`src/pmsc_pkg.sv`:
```
// Purpose: shared constants for the power management status/control block
// Assumes: 8-bit registers on a plain strobe port
// Notes: offsets are register indices on the local port
package pmsc_pkg;
  localparam int DATA_W = 8;
  localparam int ADDR_W = 2;
  // register offsets
  localparam logic [ADDR_W-1:0] OFF_DETECT = 2'h0;
  localparam logic [ADDR_W-1:0] OFF_PDOWN = 2'h1;
  localparam logic [ADDR_W-1:0] OFF_WARN = 2'h2;
  // low_volt_detect_ctrl fields
  localparam int B_UV_FLAG = 7;
  localparam int B_UV_ACK = 6;
  localparam int B_UV_IRQ_EN = 5;
  localparam int B_UV_RST_EN = 4;
  localparam int B_UV_STOP_EN = 3;
  localparam int B_UV_LOGIC_EN = 2;
  localparam int B_UV_RSVD = 1;
  localparam int B_REF_BUF = 0;
  // power_down_ctrl fields
  localparam int B_FULL_PD_FLAG = 4;
  localparam int B_PART_PD_FLAG = 3;
  localparam int B_PART_PD_ACK = 2;
  localparam int B_PD_ALLOW = 1;
  localparam int B_PD_KIND = 0;
  // low_volt_warning_ctrl fields
  localparam int B_WARN_FLAG = 7;
  localparam int B_WARN_ACK = 6;
  localparam int B_UV_TRIP = 5;
  localparam int B_WARN_TRIP = 4;
  // reset and fill values
  localparam logic BIT_CLR = 1'b0;
  localparam logic BIT_SET = 1'b1;
  localparam logic [DATA_W-1:0] BYTE_CLR = 8'h00;
endpackage : pmsc_pkg

```
`src/power_mgmt_status_control.sv`:
```
// Purpose: low-voltage detect/warning and power-down control registers
// Assumes: stop sequencer and reset controller share clk
// Notes: por_rst clears everything, sys_rst keeps the trip selects and the wake flags
`timescale 1ns/1ps
`default_nettype none
module power_mgmt_status_control (
  // clock, resets, enable
  input wire logic clk,
  input wire logic sys_rst,
  input wire logic por_rst,
  input wire logic ce,
  // register port
  input wire logic [pmsc_pkg::ADDR_W-1:0] reg_addr,
  input wire logic [pmsc_pkg::DATA_W-1:0] reg_wdata,
  input wire logic reg_wr,
  input wire logic reg_rd,
  output logic [pmsc_pkg::DATA_W-1:0] reg_rdata,
  // analog comparators, asynchronous
  input wire logic undervolt_det_raw,
  input wire logic supply_warn_raw,
  // stop sequencer
  input wire logic stop_active,
  input wire logic full_pd_wake,
  input wire logic partial_pd_wake,
  // requests and controls
  output logic undervolt_irq,
  output logic undervolt_rst,
  output logic undervolt_det_run,
  output logic ref_buffer_en,
  output logic undervolt_trip_sel,
  output logic supply_warn_trip_sel,
  output logic powerdown_allow,
  output logic powerdown_kind_sel,
  output logic io_hold
);
  logic any_rst;
  logic det_sync;
  logic warn_sync;
  logic wr_detect;
  logic wr_pdown;
  logic wr_warn;
  logic undervolt_ack;
  logic supply_warn_ack;
  logic partial_powerdown_ack;
  logic det_active;
  // control bits
  logic irq_en_reg, irq_en_next;
  logic rst_en_reg, rst_en_next;
  logic stop_en_reg, stop_en_next;
  logic logic_en_reg, logic_en_next;
  logic ref_buf_reg, ref_buf_next;
  logic allow_reg, allow_next;
  logic kind_reg, kind_next;
  logic pd_locked_reg, pd_locked_next;
  logic uv_trip_reg, uv_trip_next;
  logic warn_trip_reg, warn_trip_next;
  // flags
  logic uv_flag_reg, uv_flag_next;
  logic warn_flag_reg, warn_flag_next;
  logic full_pd_reg, full_pd_next;
  logic part_pd_reg, part_pd_next;
  // registered outputs
  logic irq_reg, irq_next;
  logic rst_req_reg, rst_req_next;
  logic det_run_reg, det_run_next;
  logic [pmsc_pkg::DATA_W-1:0] rdata_reg, rdata_next;

  assign any_rst = sys_rst | por_rst;

  // comparators are asynchronous to clk
  level_sync #(
    .WIDTH(2)
  ) u_cmp_sync (
    .clk(clk),
    .rst(any_rst),
    .ce(ce),
    .d({undervolt_det_raw, supply_warn_raw}),
    .q({det_sync, warn_sync})
  );

  // decode; acks are one-cycle pulses, writing 0 does nothing
  always_comb begin
    wr_detect = reg_wr && (reg_addr == pmsc_pkg::OFF_DETECT);
    wr_pdown = reg_wr && (reg_addr == pmsc_pkg::OFF_PDOWN);
    wr_warn = reg_wr && (reg_addr == pmsc_pkg::OFF_WARN);
    undervolt_ack = wr_detect && reg_wdata[pmsc_pkg::B_UV_ACK];
    partial_powerdown_ack = wr_pdown && reg_wdata[pmsc_pkg::B_PART_PD_ACK];
    supply_warn_ack = wr_warn && reg_wdata[pmsc_pkg::B_WARN_ACK];
    // detector runs only when enabled, and in stop only if allowed
    det_active = logic_en_reg && (!stop_active || stop_en_reg);
  end

  // control registers
  always_comb begin
    irq_en_next = irq_en_reg;
    rst_en_next = rst_en_reg;
    stop_en_next = stop_en_reg;
    logic_en_next = logic_en_reg;
    ref_buf_next = ref_buf_reg;
    allow_next = allow_reg;
    kind_next = kind_reg;
    pd_locked_next = pd_locked_reg;
    uv_trip_next = uv_trip_reg;
    warn_trip_next = warn_trip_reg;
    if (wr_detect) begin
      // reserved bit is not stored, so a stray 1 is harmless
      irq_en_next = reg_wdata[pmsc_pkg::B_UV_IRQ_EN];
      rst_en_next = reg_wdata[pmsc_pkg::B_UV_RST_EN];
      stop_en_next = reg_wdata[pmsc_pkg::B_UV_STOP_EN];
      logic_en_next = reg_wdata[pmsc_pkg::B_UV_LOGIC_EN];
      ref_buf_next = reg_wdata[pmsc_pkg::B_REF_BUF];
    end
    // both write-once bits lock on the first write to this register
    if (wr_pdown && !pd_locked_reg) begin
      allow_next = reg_wdata[pmsc_pkg::B_PD_ALLOW];
      kind_next = reg_wdata[pmsc_pkg::B_PD_KIND];
      pd_locked_next = pmsc_pkg::BIT_SET;
    end
    if (wr_warn) begin
      uv_trip_next = reg_wdata[pmsc_pkg::B_UV_TRIP];
      warn_trip_next = reg_wdata[pmsc_pkg::B_WARN_TRIP];
    end
  end

  always_ff @(posedge clk) begin
    if (any_rst) begin
      irq_en_reg <= pmsc_pkg::BIT_CLR;
      rst_en_reg <= pmsc_pkg::BIT_CLR;
      stop_en_reg <= pmsc_pkg::BIT_CLR;
      logic_en_reg <= pmsc_pkg::BIT_CLR;
      ref_buf_reg <= pmsc_pkg::BIT_CLR;
      allow_reg <= pmsc_pkg::BIT_CLR;
      kind_reg <= pmsc_pkg::BIT_CLR;
      pd_locked_reg <= pmsc_pkg::BIT_CLR;
      // trip selects survive all but power-on reset
      if (por_rst) begin
        uv_trip_reg <= pmsc_pkg::BIT_CLR;
        warn_trip_reg <= pmsc_pkg::BIT_CLR;
      end
    end else if (ce) begin
      irq_en_reg <= irq_en_next;
      rst_en_reg <= rst_en_next;
      stop_en_reg <= stop_en_next;
      logic_en_reg <= logic_en_next;
      ref_buf_reg <= ref_buf_next;
      allow_reg <= allow_next;
      kind_reg <= kind_next;
      pd_locked_reg <= pd_locked_next;
      uv_trip_reg <= uv_trip_next;
      warn_trip_reg <= warn_trip_next;
    end
  end

  // sticky flags: a set in the clearing cycle wins
  always_comb begin
    uv_flag_next = (uv_flag_reg && !undervolt_ack) || (det_active && det_sync);
    // ack only clears once the supply is back above the trip
    warn_flag_next = (warn_flag_reg && !(supply_warn_ack && !warn_sync)) || warn_sync;
    full_pd_next = full_pd_reg || full_pd_wake;
    part_pd_next = (part_pd_reg && !partial_powerdown_ack) || partial_pd_wake;
  end

  always_ff @(posedge clk) begin
    if (any_rst) begin
      uv_flag_reg <= pmsc_pkg::BIT_CLR;
      warn_flag_reg <= pmsc_pkg::BIT_CLR;
      // wake flags must survive the reset that ends a stop
      if (por_rst) begin
        full_pd_reg <= pmsc_pkg::BIT_CLR;
        part_pd_reg <= pmsc_pkg::BIT_CLR;
      end
    end else if (ce) begin
      uv_flag_reg <= uv_flag_next;
      warn_flag_reg <= warn_flag_next;
      full_pd_reg <= full_pd_next;
      part_pd_reg <= part_pd_next;
    end
  end

  // requests and read data
  always_comb begin
    irq_next = logic_en_reg && irq_en_reg && uv_flag_reg;
    rst_req_next = logic_en_reg && rst_en_reg && uv_flag_reg;
    det_run_next = det_active;
    rdata_next = pmsc_pkg::BYTE_CLR;
    if (reg_rd) begin
      unique case (reg_addr)
        pmsc_pkg::OFF_DETECT: begin
          rdata_next[pmsc_pkg::B_UV_FLAG] = uv_flag_reg;
          rdata_next[pmsc_pkg::B_UV_IRQ_EN] = irq_en_reg;
          rdata_next[pmsc_pkg::B_UV_RST_EN] = rst_en_reg;
          rdata_next[pmsc_pkg::B_UV_STOP_EN] = stop_en_reg;
          rdata_next[pmsc_pkg::B_UV_LOGIC_EN] = logic_en_reg;
          rdata_next[pmsc_pkg::B_REF_BUF] = ref_buf_reg;
        end
        pmsc_pkg::OFF_PDOWN: begin
          rdata_next[pmsc_pkg::B_FULL_PD_FLAG] = full_pd_reg;
          rdata_next[pmsc_pkg::B_PART_PD_FLAG] = part_pd_reg;
          rdata_next[pmsc_pkg::B_PD_ALLOW] = allow_reg;
          rdata_next[pmsc_pkg::B_PD_KIND] = kind_reg;
        end
        pmsc_pkg::OFF_WARN: begin
          rdata_next[pmsc_pkg::B_WARN_FLAG] = warn_flag_reg;
          rdata_next[pmsc_pkg::B_UV_TRIP] = uv_trip_reg;
          rdata_next[pmsc_pkg::B_WARN_TRIP] = warn_trip_reg;
        end
        default: rdata_next = pmsc_pkg::BYTE_CLR;
      endcase
    end
  end

  always_ff @(posedge clk) begin
    if (any_rst) begin
      irq_reg <= pmsc_pkg::BIT_CLR;
      rst_req_reg <= pmsc_pkg::BIT_CLR;
      det_run_reg <= pmsc_pkg::BIT_CLR;
      rdata_reg <= pmsc_pkg::BYTE_CLR;
    end else if (ce) begin
      irq_reg <= irq_next;
      rst_req_reg <= rst_req_next;
      det_run_reg <= det_run_next;
      rdata_reg <= rdata_next;
    end
  end

  assign reg_rdata = rdata_reg;
  assign undervolt_irq = irq_reg;
  assign undervolt_rst = rst_req_reg;
  assign undervolt_det_run = det_run_reg;
  assign ref_buffer_en = ref_buf_reg;
  assign undervolt_trip_sel = uv_trip_reg;
  assign supply_warn_trip_sel = warn_trip_reg;
  assign powerdown_allow = allow_reg;
  assign powerdown_kind_sel = kind_reg;
  // pins stay latched until software acks the partial flag
  assign io_hold = part_pd_reg;
endmodule : power_mgmt_status_control
`default_nettype wire

```
`src/level_sync.sv`:
```
// Purpose: two-flop synchroniser for asynchronous level inputs
// Assumes: inputs are slow levels, not pulses
// Notes: first stage feeds only the second stage
`timescale 1ns/1ps
`default_nettype none
module level_sync #(
  parameter int WIDTH = 1
) (
  // clock and control
  input wire logic clk,
  input wire logic rst,
  input wire logic ce,
  // data
  input wire logic [WIDTH-1:0] d,
  output logic [WIDTH-1:0] q
);
  logic [WIDTH-1:0] meta_reg;
  logic [WIDTH-1:0] meta_next;
  logic [WIDTH-1:0] sync_reg;
  logic [WIDTH-1:0] sync_next;

  always_comb begin
    meta_next = ce ? d : meta_reg;
    sync_next = ce ? meta_reg : sync_reg;
  end

  always_ff @(posedge clk) begin
    if (rst) begin
      meta_reg <= '0;
      sync_reg <= '0;
    end else begin
      meta_reg <= meta_next;
      sync_reg <= sync_next;
    end
  end

  assign q = sync_reg;
endmodule : level_sync
`default_nettype wire

```
`config.mk`:
```
export PLATFORM = sky130hd
export DESIGN_NAME = power_mgmt_status_control
export DESIGN_NICKNAME = d
export VERILOG_FILES = /design/src/pmsc_pkg.sv /design/src/power_mgmt_status_control.sv /design/src/level_sync.sv
export SDC_FILE = /design/constraint.sdc
export NUM_CORES = 1
export LEC_CHECK = 0
export ABC_AREA = 0
export BUFFER_PORTS_ARGS = -buffer_cell sky130_fd_sc_hd__buf_2
export CORE_UTILIZATION = 35
export CTS_BUF_LIST = sky130_fd_sc_hd__clkbuf_16
export DETAILED_ROUTE_END_ITERATION = 6
export PLACE_DENSITY = 0.62
export SYNTH_ARGS = -nofsm -noshare
export SYNTH_HDL_FRONTEND = slang
export SYNTH_SLANG_ARGS = --single-unit
```
`constraint.sdc`:
```
create_clock -name clk -period 1.2 [get_ports clk]
set_input_delay 0.06 -clock clk [delete_from_list [all_inputs] [get_ports clk]]
set_output_delay 0.06 -clock clk [all_outputs]
set_load 0.02 [all_outputs]
```
==> results.tsv <==
stage	metric	value	unit
status	outcome	finished clean	
pwr	Switching Fraction	0.2067	
synthesis	Synth Area per Inst	9.630	sq um
route	Via density	4.972	
finish	diode count	0	
finish	max FFs per register	7	
synthesis	Syn Nets	153	
finish	share of layout cells above drive strength 1	0.2970	
critical_path	r2r setup slk	0.08	ns
global_route	total grt overflow	0	
global_route	met2 Track Usage GR	0.2541	
global_route	vias in the first global route	1038	
synthesis	Cell variety after synth	30	
timing	skew final	0.001337	ns
finish	Area Overhead vs Synth	24.61	%
pwr	Clk pwr share	0.432	
placed_design	DP HPWL	2038	um
global_route	met1 global-route usage	0.2053	
pwr	PD cells	1301	nW/um^2
floorplanning	height of the die	62.27	um
finish	post-route design area	1584	sq um
timing	Hold Vio Cnt, Final	0	
route	Routed WL	2732	um
job	Max Cap Violations	0	
placed_design	Placer Congestion	0.7662	
route	Starting DRT DRC Count	42	
synthesis	Mapped Area	1271	sq um
floorplanning	core area	3416	sq um
pwr	Leakage	0.6564	nW
synthesis	cell with the most instances after synthesis	dfxtp_1	
critical_path	Setup CP Type	register to register	
placed_design	DP Worst Slack	0.04479	ns
route	WL/cell	12.95	um
floorplanning	initial cell density of the core	0.3722	
synthesis	register area share after synthesis	0.4724	
synthesis	area share of the largest cell type after synthesis	0.3780	
synthesis	#FFs+latches synth	28	
route	number of detailed-route iterations in the first pass	4	
global_route	largest net degree at the start of global routing	26	
pwr	sequential share of power	0.475	
finish	Net count, final	187	
clock_tree	clk_lat worst skew	0.26	ns
clock_tree	Root Buffer	clkbuf_16	
timing	Max Slew Vio Count	0	
global_route	GRT Total Usage	0.1535	
pwr	P_int	0.001635	W
pwr	Worst VDD drop	0.0005711	V
critical_path	crit-path max cell delay	0.39	ns
synthesis	Post-synth EDFFs	4	
clock_tree	TritonCTS clock tree	built	
route	post-route DRC violation count	0	
critical_path	crit start category	register	
synthesis	Synth area leaders	dfxtp_1 (38%), edfxtp_1 (9.4%), mux2i_1 (7.1%)	
timing	unrepaired setup endpoints after global routing	false	
placed_design	placed cells	207	
clock_tree	maximum clock insertion buffer count	2	
timing	crit share post-route	0.9313	
clock_tree	Num CTS Buffers	3	
pwr	combinational share of power	0.093	
floorplanning	cell row count	21	
min_path	worst hold path class	input pin to register	
finish	Finished Layout Cells	211	
clock_tree	post-CTS setup buffer count	0	
global_route	GRT busiest layer	met2	
route	antenna viol nets, final	0	
clock_tree	register clock-pin slew on the reported worst setup and hold paths	0.07	ns
synthesis	ys async rst share	0	
pwr	P_sw	0.0004261	W
global_route	initial antenna violation count	0	
global_route	first-pass GRT wire length	4830	um
synthesis	Synth Flop Type	dfxtp_1	
clock_tree	# hold bufs at CTS	0	
timing	final worst-path setup slack	0.08242	ns
synthesis	post-synth top area cell	dfxtp_1	
clock_tree	H-tree Lvls	1	
finish	fin util	0.4637	
timing	final setup TNS	0	ns
synthesis	Synth Instances	132	
critical_path	CP delay by family, top	flip-flops	
critical_path	worst-path cell chain	mux2_4 -> a221oi_2 -> nor3_1	
clock_tree	post_cts resized	0	
critical_path	maximum fanout along the worst path	2	
placed_design	buffers added on ports	35	
critical_path	Worst Path Required	1.35	ns
clock_tree	clock sink total	28	
critical_path	CP Data Arrival Time	1.27	ns
route	Vias	1049	
critical_path	WP buf/inv	0	
timing	min Tclk post-route	1.118	ns
floorplanning	die area	3877	sq um
placed_design	placed cell areas	1484	sq um
floorplanning	DIE WIDTH	62.27	um
global_route	met3 usage	0.02574	
timing	final setup violation count	0	
timing	Max Freq	894.8	MHz
synthesis	Post-synth top cells	dfxtp_1 (24), nor2_1 (16), a21oi_1 (12), mux2i_1 (9), nand2b_1 (9)	
critical_path	CP endpoint kind	register	
floorplanning	io pins	38	
synthesis	Synth warnings	0	
critical_path	Crit-path slowest cell	edfxtp_1	
-- cell type report --
cell class	count	area [sq um]
Clock buffer	4	100.1
Tap cell	46	57.56
Fill cell	345	1832
Timing Repair Buffer	39	217.7
Inverter	2	7.507
Multi-Input combinational cell	92	600.6
Sequential cell	28	600.6
-- power by group through the flow --
stage,Clock [W],Combinational [W],Sequential (W)
detailed placement,0,0.000192,0.00100
finish,0.000891,0.000191,0.000980
CTS,0.000919,0.000193,0.000979
global placement,0,0.000188,0.00100
global route,0.000959,0.000211,0.000981
floorplan,0,0.000110,0.00101
-- path summary, 6_finish.rpt --
check                                     startpoint                     end  cells past startpoint
worst max register to register  supply_warn_trip_sel            reg_rdata[4]                      3
worst min register to register          reg_rdata[7]            reg_rdata[7]                      2
worst max-delay path            supply_warn_trip_sel            reg_rdata[4]                      3
worst min-delay path                 supply_warn_raw  u_cmp_sync.meta_reg[0]                      3
-- through the flow --
step                power (W)  hold WS, ns
detailed placement   0.001193       0.3116
global route         0.002151      0.04849
finish               0.002061      0.03724
CTS                  0.002091      0.03960
global placement     0.001189       0.2986
floorplan            0.001121       0.2072
-- cell families after synthesis --
group	after synthesis	share of synthesized area
buf+inv	12	0.05807
compound gates	20	0.09448
simple gates	57	0.2569
other cells	1	0.002950
flops	28	0.4724
mux	14	0.1152
-- routing by layer --
| layer | wire length [um] | share of wire | vias to the layer above |
|---|---|---|---|
| met5 | 0 | 0 | - |
| met4 | 21 | 0.0077 | 0 |
| met3 | 114 | 0.042 | 2 |
| met2 | 1346 | 0.49 | 30 |
| met1 | 1250 | 0.46 | 490 |
| li1 | - | - | 527 |
-- cell usage in the layout (no fill, tap or decap) --
cell type,Yosys,layout
a21oi_1,12,12
nor2_1,16,16
mux2i_1,9,9
nand2_1,2,2
nand4b_1,3,3
or2_1,1,1
and2_1,4,4
buf_4,4,3
mux2_4,0,1
and4b_1,1,1
inv_1,2,2
buf_2,5,35
and4bb_1,1,1
nand2b_1,9,9
dfxtp_1,24,24
nand3b_1,2,2
nand4_1,4,4
buf_12,0,1
o21ai_0,2,2
clkbuf_16,0,4
a31oi_1,2,2
mux2_2,5,4
edfxtp_1,4,4
nor2b_1,7,7
o21ai_1,1,1
a21o_1,1,1
conb_1,1,1
and4_1,1,1
nor3_1,2,2
a41o_1,1,1
a221oi_2,1,1
nand3_1,4,4
-- worst register-to-register path, stage by stage, from the launching register on --
cell      delay [ns]
edfxtp_1        0.39
mux2_4          0.28
a221oi_2        0.26
nor3_1          0.08
Note: power is estimated with default switching activity, not from simulation.
